**config.mk**
```make
export PLATFORM = sky130hd
export DESIGN_NAME = srwg_top
export DESIGN_NICKNAME = d
export VERILOG_FILES = /design/src/pkg/srwg_pkg.sv /design/src/logic/srwg_debounce.sv /design/src/logic/srwg_store.sv /design/src/logic/srwg_top.sv
export SDC_FILE = /design/constraint.sdc
export NUM_CORES = 2
export LEC_CHECK = 0
export BUFFER_PORTS_ARGS = -buffer_cell sky130_fd_sc_hd__buf_2
export CORE_MARGIN = 1
export CORE_UTILIZATION = 30
export CTS_CLUSTER_DIAMETER = 100
export DETAILED_ROUTE_END_ITERATION = 7
export GPL_ROUTABILITY_DRIVEN = 0
export GPL_TIMING_DRIVEN = 0
export PLACE_DENSITY = 0.5
export SLEW_MARGIN = 20
export SYNTH_ARGS = -nofsm -noshare
export SYNTH_HDL_FRONTEND = slang
export SYNTH_SLANG_ARGS = --single-unit
export TNS_END_PERCENT = 1
```
**constraint.sdc**
```tcl
create_clock -name clk_sys -period 4.4 [get_ports clk_sys]
set_input_delay 1.1 -clock clk_sys [delete_from_list [all_inputs] [get_ports clk_sys]]
set_output_delay 1.1 -clock clk_sys [all_outputs]
set_load 0.01 [all_outputs]
```
**src/pkg/srwg_pkg.sv**
```systemverilog
// Purpose: Shared constants and carrier types of the supervisor block
// Assumes: 25 MHz system clock
// Notes: Long counts are overridden by top parameters in simulation
`default_nettype none
package srwg_pkg;
	// ****************
	// Timing
	// ****************
	localparam int CLK_KHZ = 25000;
	localparam int T_RESET_MS = 200;
	localparam int T_DEBOUNCE_MS = 10;
	localparam int TMO_W = 23;
	localparam int DB_W = 18;
	localparam logic [TMO_W-1:0] RESET_CYCLES = TMO_W'(T_RESET_MS * CLK_KHZ);
	localparam logic [DB_W-1:0] DEBOUNCE_CYCLES = DB_W'(T_DEBOUNCE_MS * CLK_KHZ);
	// ****************
	// Memory and bus
	// ****************
	localparam int PAGE_BYTES = 16;
	localparam int MEM_BYTES = 256;
	localparam int ADDR_W = 8;
	localparam int SLOT_W = 4;
	localparam logic [7:0] ERASED_BYTE = 8'hFF;
	// Arbitrary target address
	localparam logic [6:0] TARGET_ADDR_DEF = 7'h2A;
	localparam logic [3:0] BITS_PER_BYTE = 4'h8;
	localparam logic [1:0] KIND_DEV = 2'h0;
	localparam logic [1:0] KIND_WORD = 2'h1;
	localparam logic [1:0] KIND_DATA = 2'h2;
	// ****************
	// Types
	// ****************
	typedef struct packed {
		logic vld;
		logic [SLOT_W-1:0] base;
		logic [SLOT_W-1:0] slot;
		logic [7:0] data;
	} srwg_slot_t;
	typedef enum logic [2:0] {
		SQ_HOLD = 3'h1,
		SQ_WAIT = 3'h2,
		SQ_RUN = 3'h4
	} srwg_seq_t;
	typedef enum logic [4:0] {
		BS_IDLE = 5'h01,
		BS_RX = 5'h02,
		BS_ACK = 5'h04,
		BS_TX = 5'h08,
		BS_RACK = 5'h10
	} srwg_bus_t;
endpackage
`default_nettype wire

```
**src/logic/srwg_debounce.sv**
```systemverilog
// Purpose: Debounce filter for the manual reset input
// Assumes: Input synchronous to clk_sys, idle high
// Notes: Output follows input only after a full stable interval
`timescale 1ns/100ps
`default_nettype none
module srwg_debounce #(
	parameter logic [srwg_pkg::DB_W-1:0] CYCLES = srwg_pkg::DEBOUNCE_CYCLES
) (
	// Clock and reset
	input wire logic clk_sys,
	input wire logic rst_n,
	// Raw and filtered level
	input wire logic raw_in,
	output logic clean_out
);
	typedef struct packed {
		logic clean;
		logic last;
		logic [srwg_pkg::DB_W-1:0] cnt;
	} srwg_db_state_t;
	srwg_db_state_t st_reg;
	srwg_db_state_t st_next;

	assign clean_out = st_reg.clean;

	always_comb begin
		st_next = st_reg;
		st_next.last = raw_in;
		// Any edge restarts the interval, so bounce never leaks through
		if (raw_in != st_reg.last || raw_in == st_reg.clean) begin
			st_next.cnt = '0;
		end else if (st_reg.cnt >= CYCLES - srwg_pkg::DB_W'(1)) begin
			st_next.clean = raw_in;
			st_next.cnt = '0;
		end else begin
			st_next.cnt = st_reg.cnt + srwg_pkg::DB_W'(1);
		end
	end

	always_ff @(posedge clk_sys) begin
		if (!rst_n) begin
			st_reg <= '0;
			st_reg.clean <= 1'b1;
			st_reg.last <= 1'b1;
		end else begin
			st_reg <= st_next;
		end
	end
endmodule
`default_nettype wire

```
**src/logic/srwg_store.sv**
```systemverilog
// Purpose: Page buffer and byte array behind the serial target
// Assumes: All slot writes of one transaction fall in one page
// Notes: Array returns to erased on reset; retention is not modelled
`timescale 1ns/100ps
`default_nettype none
module srwg_store (
	// Clock and reset
	input wire logic clk_sys,
	input wire logic rst_n,
	// Page fill and commit
	input wire srwg_pkg::srwg_slot_t slot_wr,
	input wire logic page_clr,
	input wire logic commit,
	// Read port and status
	input wire logic [srwg_pkg::ADDR_W-1:0] rd_addr,
	output logic [7:0] rd_data,
	output logic busy
);
	typedef struct packed {
		logic busy;
		logic [srwg_pkg::SLOT_W-1:0] idx;
		logic [srwg_pkg::SLOT_W-1:0] base;
		logic [srwg_pkg::PAGE_BYTES-1:0] mask;
	} srwg_store_state_t;
	srwg_store_state_t st_reg;
	srwg_store_state_t st_next;
	logic [7:0] page_reg [srwg_pkg::PAGE_BYTES];
	logic [7:0] mem_reg [srwg_pkg::MEM_BYTES];
	logic [srwg_pkg::ADDR_W-1:0] wr_addr;

	assign wr_addr = {st_reg.base, st_reg.idx};
	assign rd_data = mem_reg[rd_addr];
	assign busy = st_reg.busy;

	always_comb begin
		st_next = st_reg;
		if (st_reg.busy) begin
			st_next.idx = st_reg.idx + 4'h1;
			if (st_reg.idx == 4'hF) begin
				st_next.busy = 1'b0;
				st_next.mask = '0;
			end
		end else if (commit && st_reg.mask != '0) begin
			st_next.busy = 1'b1;
			st_next.idx = '0;
		end else if (page_clr) begin
			st_next.mask = '0;
		end else if (slot_wr.vld) begin
			st_next.mask[slot_wr.slot] = 1'b1;
			st_next.base = slot_wr.base;
		end
	end

	always_ff @(posedge clk_sys) begin
		if (!rst_n) begin
			st_reg <= '0;
		end else begin
			st_reg <= st_next;
		end
	end

	// Page slots are only read where the mask is set, so no reset
	always_ff @(posedge clk_sys) begin
		if (slot_wr.vld && !st_reg.busy) begin
			page_reg[slot_wr.slot] <= slot_wr.data;
		end
	end

	// ****************
	// Byte array
	// ****************
	for (genvar i = 0; i < srwg_pkg::MEM_BYTES; i++) begin : g_byte
		always_ff @(posedge clk_sys) begin
			if (!rst_n) begin
				mem_reg[i] <= srwg_pkg::ERASED_BYTE;
			end else if (st_reg.busy && st_reg.mask[st_reg.idx] &&
					wr_addr == srwg_pkg::ADDR_W'(i)) begin
				mem_reg[i] <= page_reg[st_reg.idx];
			end
		end
	end
endmodule
`default_nettype wire

```
**src/logic/srwg_top.sv**
```systemverilog
// Purpose: Supply supervisor with reset sequencing and write guarding
// Assumes: All pins synchronous to clk_sys; supply_low from a comparator
// Notes: Open-drain pins are split into input, level and enable
//
// How it works
// - Low supply asserts both reset outputs
// - Reset holds a 200 ms timeout after supply
// - Manual reset low holds reset, then timeout
// - Manual reset input is debounced first
// - Outside pull on reset pin starts reset
// - Write protect high rejects every array write
// - Low supply or power-up inhibits all writes
// - Sixteen byte page buffer per write
// - Memory reached only over serial target
// - Data line driven low only, else released
// - Reduced variant drops high reset and protect
`timescale 1ns/100ps
`default_nettype none
module srwg_top #(
	parameter logic FULL_VARIANT = 1'b1,
	parameter logic [6:0] TARGET_ADDR = srwg_pkg::TARGET_ADDR_DEF,
	parameter logic [srwg_pkg::TMO_W-1:0] RESET_CYCLES = srwg_pkg::RESET_CYCLES,
	parameter logic [srwg_pkg::DB_W-1:0] DEBOUNCE_CYCLES = srwg_pkg::DEBOUNCE_CYCLES
) (
	// Clock and reset
	input wire logic clk_sys,
	input wire logic rst_n,
	// Supply sense, reset sources and write protect
	input wire logic supply_low,
	input wire logic manual_reset_n,
	input wire logic wp_in,
	// Active-low reset pin, open drain
	input wire logic rst_pin_in,
	output logic rst_pin_out,
	output logic rst_pin_oe,
	// Active-high reset output
	output logic rst_hi_out,
	// Serial target pins
	input wire logic scl_in,
	input wire logic sda_in,
	output logic sda_out,
	output logic sda_oe,
	// Status
	output logic wr_inhibit,
	output logic wr_reject,
	output logic [2:0] rst_cause
);
	typedef struct packed {
		srwg_pkg::srwg_seq_t seq;
		logic [srwg_pkg::TMO_W-1:0] tmo;
		logic rst_oe;
		logic rst_hi;
		logic inhibit;
		logic reject;
		logic [2:0] cause;
		srwg_pkg::srwg_bus_t bus;
		logic [1:0] kind;
		logic [3:0] bits;
		logic [7:0] shreg;
		logic rw;
		logic mack;
		logic [srwg_pkg::ADDR_W-1:0] addr;
		logic sda_oe;
		logic scl_d;
		logic sda_d;
		logic wrote;
		logic commit;
		logic clr;
		srwg_pkg::srwg_slot_t slot;
	} srwg_top_state_t;
	srwg_top_state_t st_reg;
	srwg_top_state_t st_next;

	logic mr_clean;
	logic [7:0] rd_data;
	logic busy;
	logic ext_pull;
	logic [2:0] src;
	logic scl_rise;
	logic scl_fall;
	logic bus_start;
	logic bus_stop;
	logic matched;
	logic wp_eff;

	// ****************
	// Submodules
	// ****************
	srwg_debounce #(
		.CYCLES(DEBOUNCE_CYCLES)
	) u_debounce (
		.clk_sys(clk_sys),
		.rst_n(rst_n),
		.raw_in(manual_reset_n),
		.clean_out(mr_clean)
	);

	srwg_store u_store (
		.clk_sys(clk_sys),
		.rst_n(rst_n),
		.slot_wr(st_reg.slot),
		.page_clr(st_reg.clr),
		.commit(st_reg.commit),
		.rd_addr(st_reg.addr),
		.rd_data(rd_data),
		.busy(busy)
	);

	// ****************
	// Outputs
	// ****************
	// Both open-drain pins only ever pull low
	assign rst_pin_out = 1'b0;
	assign sda_out = 1'b0;
	assign rst_pin_oe = st_reg.rst_oe;
	assign rst_hi_out = st_reg.rst_hi;
	assign sda_oe = st_reg.sda_oe;
	assign wr_inhibit = st_reg.inhibit;
	assign wr_reject = st_reg.reject;
	assign rst_cause = st_reg.cause;

	// ****************
	// Source decode
	// ****************
	// While we drive the pin we cannot see an outside pull on it
	assign ext_pull = !rst_pin_in && !st_reg.rst_oe;
	assign src = {ext_pull, !mr_clean, supply_low};
	assign wp_eff = FULL_VARIANT && wp_in;
	assign scl_rise = scl_in && !st_reg.scl_d;
	assign scl_fall = !scl_in && st_reg.scl_d;
	assign bus_start = scl_in && st_reg.scl_d && st_reg.sda_d && !sda_in;
	assign bus_stop = scl_in && st_reg.scl_d && !st_reg.sda_d && sda_in;
	assign matched = st_reg.shreg[7:1] == TARGET_ADDR && !busy;

	always_comb begin
		st_next = st_reg;
		st_next.scl_d = scl_in;
		st_next.sda_d = sda_in;
		st_next.commit = 1'b0;
		st_next.clr = 1'b0;
		st_next.reject = 1'b0;
		st_next.slot.vld = 1'b0;

		// ****************
		// Reset sequencer
		// ****************
		unique case (st_reg.seq)
			srwg_pkg::SQ_HOLD: begin
				st_next.tmo = '0;
				if (src == 3'h0) begin
					st_next.seq = srwg_pkg::SQ_WAIT;
				end
			end
			srwg_pkg::SQ_WAIT: begin
				if (src != 3'h0) begin
					st_next.seq = srwg_pkg::SQ_HOLD;
					st_next.tmo = '0;
				end else if (st_reg.tmo >= RESET_CYCLES - srwg_pkg::TMO_W'(1)) begin
					st_next.seq = srwg_pkg::SQ_RUN;
				end else begin
					st_next.tmo = st_reg.tmo + srwg_pkg::TMO_W'(1);
				end
			end
			srwg_pkg::SQ_RUN: begin
				if (src != 3'h0) begin
					st_next.seq = srwg_pkg::SQ_HOLD;
					st_next.tmo = '0;
				end
			end
		endcase
		if (src != 3'h0) begin
			st_next.cause = src;
		end
		st_next.rst_oe = st_next.seq != srwg_pkg::SQ_RUN;
		st_next.rst_hi = FULL_VARIANT && st_next.seq != srwg_pkg::SQ_RUN;

		// ****************
		// Write guard
		// ****************
		st_next.inhibit = supply_low || wp_eff;

		// ****************
		// Serial target
		// ****************
		if (bus_start) begin
			st_next.bus = srwg_pkg::BS_RX;
			st_next.kind = srwg_pkg::KIND_DEV;
			st_next.bits = 4'h0;
			st_next.sda_oe = 1'b0;
			st_next.wrote = 1'b0;
		end else if (bus_stop) begin
			st_next.bus = srwg_pkg::BS_IDLE;
			st_next.sda_oe = 1'b0;
			st_next.wrote = 1'b0;
			if (st_reg.wrote) begin
				if (st_reg.inhibit) begin
					st_next.reject = 1'b1;
				end else begin
					st_next.commit = 1'b1;
				end
			end
		end else begin
			unique case (st_reg.bus)
				srwg_pkg::BS_IDLE: begin
					st_next.sda_oe = 1'b0;
				end
				srwg_pkg::BS_RX: begin
					if (scl_rise) begin
						st_next.shreg = {st_reg.shreg[6:0], sda_in};
						st_next.bits = st_reg.bits + 4'h1;
					end else if (scl_fall && st_reg.bits == srwg_pkg::BITS_PER_BYTE) begin
						st_next.bits = 4'h0;
						st_next.bus = srwg_pkg::BS_ACK;
						st_next.sda_oe = 1'b1;
						if (st_reg.kind == srwg_pkg::KIND_DEV) begin
							st_next.rw = st_reg.shreg[0];
							st_next.clr = matched && !st_reg.shreg[0];
							if (!matched) begin
								st_next.bus = srwg_pkg::BS_IDLE;
								st_next.sda_oe = 1'b0;
							end
						end else if (st_reg.kind == srwg_pkg::KIND_WORD) begin
							st_next.addr = st_reg.shreg;
						end else begin
							// Address wraps inside the page, as a page buffer must
							st_next.slot.vld = 1'b1;
							st_next.slot.base = st_reg.addr[7:4];
							st_next.slot.slot = st_reg.addr[3:0];
							st_next.slot.data = st_reg.shreg;
							st_next.addr[3:0] = st_reg.addr[3:0] + 4'h1;
							st_next.wrote = 1'b1;
						end
					end
				end
				srwg_pkg::BS_ACK: begin
					if (scl_fall) begin
						st_next.sda_oe = 1'b0;
						if (st_reg.kind == srwg_pkg::KIND_DEV && st_reg.rw) begin
							st_next.bus = srwg_pkg::BS_TX;
							st_next.shreg = rd_data;
							st_next.sda_oe = !rd_data[7];
							st_next.bits = 4'h0;
						end else begin
							st_next.bus = srwg_pkg::BS_RX;
							if (st_reg.kind == srwg_pkg::KIND_DEV) begin
								st_next.kind = srwg_pkg::KIND_WORD;
							end else begin
								st_next.kind = srwg_pkg::KIND_DATA;
							end
						end
					end
				end
				srwg_pkg::BS_TX: begin
					if (scl_fall) begin
						st_next.bits = st_reg.bits + 4'h1;
						if (st_reg.bits == 4'h7) begin
							st_next.bus = srwg_pkg::BS_RACK;
							st_next.sda_oe = 1'b0;
							st_next.addr = st_reg.addr + srwg_pkg::ADDR_W'(1);
						end else begin
							st_next.shreg = {st_reg.shreg[6:0], 1'b0};
							st_next.sda_oe = !st_reg.shreg[6];
						end
					end
				end
				srwg_pkg::BS_RACK: begin
					if (scl_rise) begin
						st_next.mack = !sda_in;
					end else if (scl_fall) begin
						if (st_reg.mack) begin
							st_next.bus = srwg_pkg::BS_TX;
							st_next.shreg = rd_data;
							st_next.sda_oe = !rd_data[7];
							st_next.bits = 4'h0;
						end else begin
							st_next.bus = srwg_pkg::BS_IDLE;
						end
					end
				end
			endcase
		end
	end

	// ****************
	// State register
	// ****************
	always_ff @(posedge clk_sys) begin
		if (!rst_n) begin
			st_reg <= '0;
			st_reg.seq <= srwg_pkg::SQ_HOLD;
			st_reg.rst_oe <= 1'b1;
			st_reg.rst_hi <= FULL_VARIANT;
			st_reg.inhibit <= 1'b1;
			st_reg.bus <= srwg_pkg::BS_IDLE;
			st_reg.scl_d <= 1'b1;
			st_reg.sda_d <= 1'b1;
		end else begin
			st_reg <= st_next;
		end
	end
endmodule
`default_nettype wire

```
# After elaboration in Yosys (flattened, before gate mapping)
# Memory sizes are Yosys's and may differ from the RTL's. A register that Yosys moved wholly into a read port is not among the register bits.
# Cells that the tools add are included.
[totals]
reg_bits = 129
ram_bits = 2176
input_bits = 8
out_inout_bits = 10
word_cells = 2030
n_memories = 2
[memory_table]
columns = ["memory", "depth", "word_bits", "rd", "rd_clocked_by_memory_dff", "wr", "line_no", "text"]
rows = [
  ["u_store.mem_reg", 256, 8, 1, 0, 256, "srwg_store.sv:28", "logic [7:0] mem_reg [srwg_pkg::MEM_BYTES];"],
  ["u_store.page_reg", 16, 8, 1, 1, 1, "srwg_store.sv:27", "logic [7:0] page_reg [srwg_pkg::PAGE_BYTES];"],
]
[op_classes]
addsub = 6
order_cmp = 5
n_eq_ne = 296
muxes = 1101
bitwise_logic = 271
reduce_logical = 317
[op_table]
columns = ["operator", "n"]
rows = [
  ["$mux W8", 261],
  ["$eq A8 B8 Y1 const B", 128],
  ["$mux W1", 790],
  ["$eq A8 B7 Y1 const B", 64],
  ["$logic_and A1 B1 Y1", 272],
  ["$eq A8 B6 Y1 const B", 32],
  ["$or A1 B1 Y1", 256],
  ["$eq A8 B5 Y1 const B", 16],
  ["$mux W16", 5],
  ["$pmux W26 S3", 1],
  ["$eq A8 B4 Y1 const B", 8],
  ["$mux W12", 5],
  ["$mux W26", 2],
  ["$pmux W12 S4", 1],
  ["$mux W5", 9],
  ["$eq A8 B3 Y1 const B", 4],
  ["$mux W4", 8],
  ["$ne A2 B2 Y1 const B", 15],
  ["$ne A4 B4 Y1 const B", 7],
  ["$mux W9", 3],
  ["$mux W24", 1],
  ["$reduce_and A8 Y1", 3],
  ["$add A23 B1 Y23 const B", 1],
  ["$ge A23 B23 Y1 const B", 1],
  ["other kinds (58)", 103],
]

# Depth between registers and ports, before layout
[logic_depth]
depth_word = 9
depth_mapped = 12
mapped_depth_nobuf = 9

# Cells and area by module
# From an unflattened synthesis, not the netlist that was laid out.
[hier_totals]
hier_cells = 7249
area_unflattened_um2 = 102417.0
[modules_own_cells]
columns = ["mod", "n_inst", "cells_each", "area_per_inst_um2", "seq_area_each_um2"]
rows = [
  ["srwg_store", 1, 6643, 97208.2, 65923.2],
  ["srwg_top", 1, 499, 4245.3, 1681.6],
  ["srwg_debounce", 1, 107, 963.4, 400.4],
]

# Least setup slack after synthesis
# Ideal clock, no wire load.
[synth_path]
kind = "input-to-reg"
start = "in rst_n"
end = "mem u_store.mem_reg[101][0] (enable)"
setup_time_ps = 357
arrival_time_ps = 2744
required_time_ps = 4043
slack_ps = 1299
cell_stages = 6
path_buffers = 5
path_cell_list = "clkbuf_1 > clkbuf_1 > clkbuf_1 > clkbuf_1 > clkbuf_1 > o21ai_0"
[synth_rtl]
columns = ["element", "line_no", "text"]
rows = [
  ["start: declaration", "srwg_top.sv:27", "input wire logic rst_n,"],
  ["end: declaration", "srwg_store.sv:28", ""],
]

==> results.sh <==
export IMPL_status="complete, but fails checks"
export IMPL_violations="design-rule violations, negative setup slack"
export IMPL_timing_final_crit_share_pct=112
export IMPL_final_design_area_no_fill_um2=118000
export IMPL_fp_dieArea_um2=337000
export IMPL_clk_latency_ns=0.96
export IMPL_worst_path_max_delay_cell="clkbuf_1"
export IMPL_cap_violations=0
export IMPL_detail_route_first_pass_iterations=8
export IMPL_area_growth_pct=17.6
export IMPL_slew_headroom_pct=3.13
export IMPL_io_buffers=15
export IMPL_ys_seq_area_share_pct=67.7
export IMPL_core_rowCount=212
export IMPL_max_freq_mhz=203
export IMPL_worstPathRequired_ns=4.88
export IMPL_peakVddDrop_mv=0.312
export IMPL_ys_types=70
export IMPL_postLayoutSetupSlackWorst_ns=-0.527
export IMPL_seq_area_um2=68000
export IMPL_clockBufferDepth=4
export IMPL_ys_warn_count=0
export IMPL_numClockSinks=2309
export IMPL_grt_pass1_wl_um=606000
export IMPL_wl_per_cell_um=37.7
export IMPL_via_count=72600
export IMPL_synth_most_common_cell="nand2_1"
export IMPL_io_pins=18
export IMPL_arrival_ns=5.41
export IMPL_drive_gt1_share_pct=22.1
export IMPL_synth_edff_count=2176
export IMPL_crit_fanout=10
export IMPL_fin_nets=7628
export IMPL_grt_pass1_vias=67800
export IMPL_fin_worst_skew_ns=0.0932
export IMPL_p_per_area_nw_per_um2=391
export IMPL_async_flop_share_pct=0
export IMPL_stdcell_count=12200
export IMPL_synthTopCellsByCount="nand2_1 (2194), edfxtp_1 (2176), mux4_2 (587)"
export IMPL_synth_area_um2=101000
export IMPL_end_kind="flip-flop"
export IMPL_routed_via_density=5.93
export IMPL_worstMarginPinSlew_ns=1.45
export IMPL_start_util_pct=30.1
export IMPL_cts_max_level=5
export IMPL_tritoncts="built"
export IMPL_leakagePower_nw=28.0
export IMPL_dpl_hpwl_um=329000
export IMPL_hold_path_class="in2reg"
export IMPL_drc=3
export IMPL_gr_total_overflow=0
export IMPL_setup_viol=802
export IMPL_grt_max_degree=20
export IMPL_postPlaceCellArea_um2=109000
export IMPL_n_fill_cell=31900
export IMPL_crit_type="in2reg"
export IMPL_crit_path_max_incr_delay_ns=1.09
export IMPL_yosys_area_top_type_share_pct=65.0
export IMPL_die_y_um=581
export IMPL_largest_reg_flops=2048
export IMPL_die_x_um=581
export IMPL_yosys_area_top_type="edfxtp_1"
export IMPL_dpl_cell_count=11700
export IMPL_grtUsageTotal_pct=26.6
export IMPL_path_cells="buf_2, clkbuf_2, clkbuf_2, clkbuf_1, clkbuf_2, clkbuf_1, o21ai_2"
export IMPL_core_area_um2=333000
export IMPL_synth_area_leaders="edfxtp_1 (65%), mux4_2 (13%), nand2_1 (8.2%), dfxtp_1 (2.6%), clkbuf_1 (1.7%)"
export IMPL_routed_wirelength_um=461000
export IMPL_critPathLaunchType="input port"
export IMPL_synth_cells=7140
export IMPL_clock_tree_root_cell="clkbuf_16"
export IMPL_final_antenna_net_count=0
export IMPL_cts_hold_buf=0
export IMPL_drt_iter0_markers=13100
export IMPL_reg2reg_setup_slack_ns=-0.39
export IMPL_clkTransAtPathRegs_ns=0.06
export IMPL_ys_ff_latch=2309
export IMPL_min_period_ns=4.93
export IMPL_antenna_found_initial=42
export IMPL_cts_buffers=266
export IMPL_path_common_cell="clkbuf_2"
export IMPL_synth_ff_type="edfxtp_1"
export IMPL_final_hold_viol_count=0
export IMPL_postSynthAreaPerCell_um2=14.1
export IMPL_rsz0062_at_grt="true"
export IMPL_multiInputGateArea_um2=30600
export IMPL_final_max_slew_violation_count=0
## logic make-up after synthesis
| kind of cell | count (synthesis) | share of synthesized area (%) |
|---|---|---|
| xor gates and xnor gates | 22 | 0.192 |
| DFF | 2309 | 67.7 |
| AOI/OAI and AO/OA | 633 | 3.80 |
| adders and majority gates | 9 | 0.112 |
| muxes | 703 | 14.3 |
| buffers and inverters | 690 | 2.85 |
| and+or+nand+nor | 2773 | 11.0 |
| other | 1 | 0.00373 |
## final cells by class
| cell class | count | area share (%) |
|---|---|---|
| repair buffers | 203 | 2.13 |
| well taps | 4387 | 4.64 |
| inverters | 29 | 0.0921 |
| multi-input cells | 4142 | 25.9 |
| clock inverters | 122 | 0.861 |
| flip-flops and latches | 2309 | 57.5 |
| clock buffers | 340 | 5.95 |
| plain buffers | 660 | 2.81 |
| diodes | 37 | 0.0783 |
## path summary, 6_finish.rpt
| check | start | endpoint | cells past startpoint |
|---|---|---|---|
| worst max-delay path | rst_n | u_store.mem_reg[109][0] | 7 |
| worst min-delay path | wp_in | wr_inhibit | 2 |
| worst max register to register | u_store.st_reg[23] | u_store.mem_reg[141][7] | 7 |
| worst min register to register | u_debounce.st_reg[0] | u_debounce.st_reg[0] | 1 |
## layer usage
| layer | wire, um | vias up | track usage, % |
|---|---|---|---|
| met5 | 251 | - | 0.142 |
| met4 | 38800 | 26 | 18.1 |
| met3 | 70200 | 1617 | 11.5 |
| met2 | 188000 | 6270 | 37.4 |
| met1 | 164000 | 37200 | 32.9 |
| li1 | - | 27500 | - |
## critical path, delay by kind of cell
kind,cells,cell delay [ns]
AOI/OAI and AO/OA,1,0.57
buffers and inverters,6,3.66
## per-stage QoR
| step | worst slack, ns | hold slack (ns) | util, % | power, mW | TNS, ns |
|---|---|---|---|---|---|
| finish | -0.527 | 0.390 | 35.5 | 46.2 | -92.14 |
| global route | -0.171 | 0.367 | 35.4 | 46.9 | -4.02 |
| CTS | -0.206 | 0.350 | 35.4 | 46.1 | -16.60 |
| detailed placement | -1.65 | 0.459 | 32.8 | 25.4 | -1737.03 |
| global placement | -2.72 | 0.449 | 31.8 | 25.2 | -4200.12 |
| floorplan | 1.30 | 0.430 | - | 24.7 | 0 |
## cells in the final DEF, fill, tap and decap left out, types with 15 or more instances in the layout
master,count
and2_1,15
clkbuf_2,72
buf_1,17
dfxtp_1,133
clkbuf_1,409
nand2_1,2183
nor2b_1,24
a31oi_1,24
buf_16,30
a22oi_1,33
buf_6,98
nand3_1,73
nor2_2,18
o221ai_1,17
o21ai_0,44
o21ai_2,177
nor3_1,27
clkbuf_4,27
buf_2,121
nand4_1,18
a21oi_1,82
mux2_2,33
buf_4,136
edfxtp_1,2176
and3_1,16
mux2i_1,83
clkinv_1,54
o211ai_1,19
o22ai_1,45
diode_2,37
buf_12,16
nand2b_1,21
a211oi_1,27
clkbuf_16,269
inv_1,29
a22o_1,18
clkinv_2,32
mux4_2,587
nor2_1,273
o21ai_1,80
## repair_timing
item	CTS	global route
gates resized for setup	170	73
pin swaps	2	0
buffers inserted	0	0
setup endpoints to repair	1174	1033
## power breakdown
| part | internal [mW] | switching, mW | total (mW) |
|---|---|---|---|
| Combinational | 0.170 | 0.842 | 1.01 |
| Clock | 11.7 | 9.60 | 21.3 |
| Sequential | 23.9 | 0.0108 | 23.9 |
| Total | 35.7 | 10.5 | 46.2 |
Power figures use the tool's default switching activity.
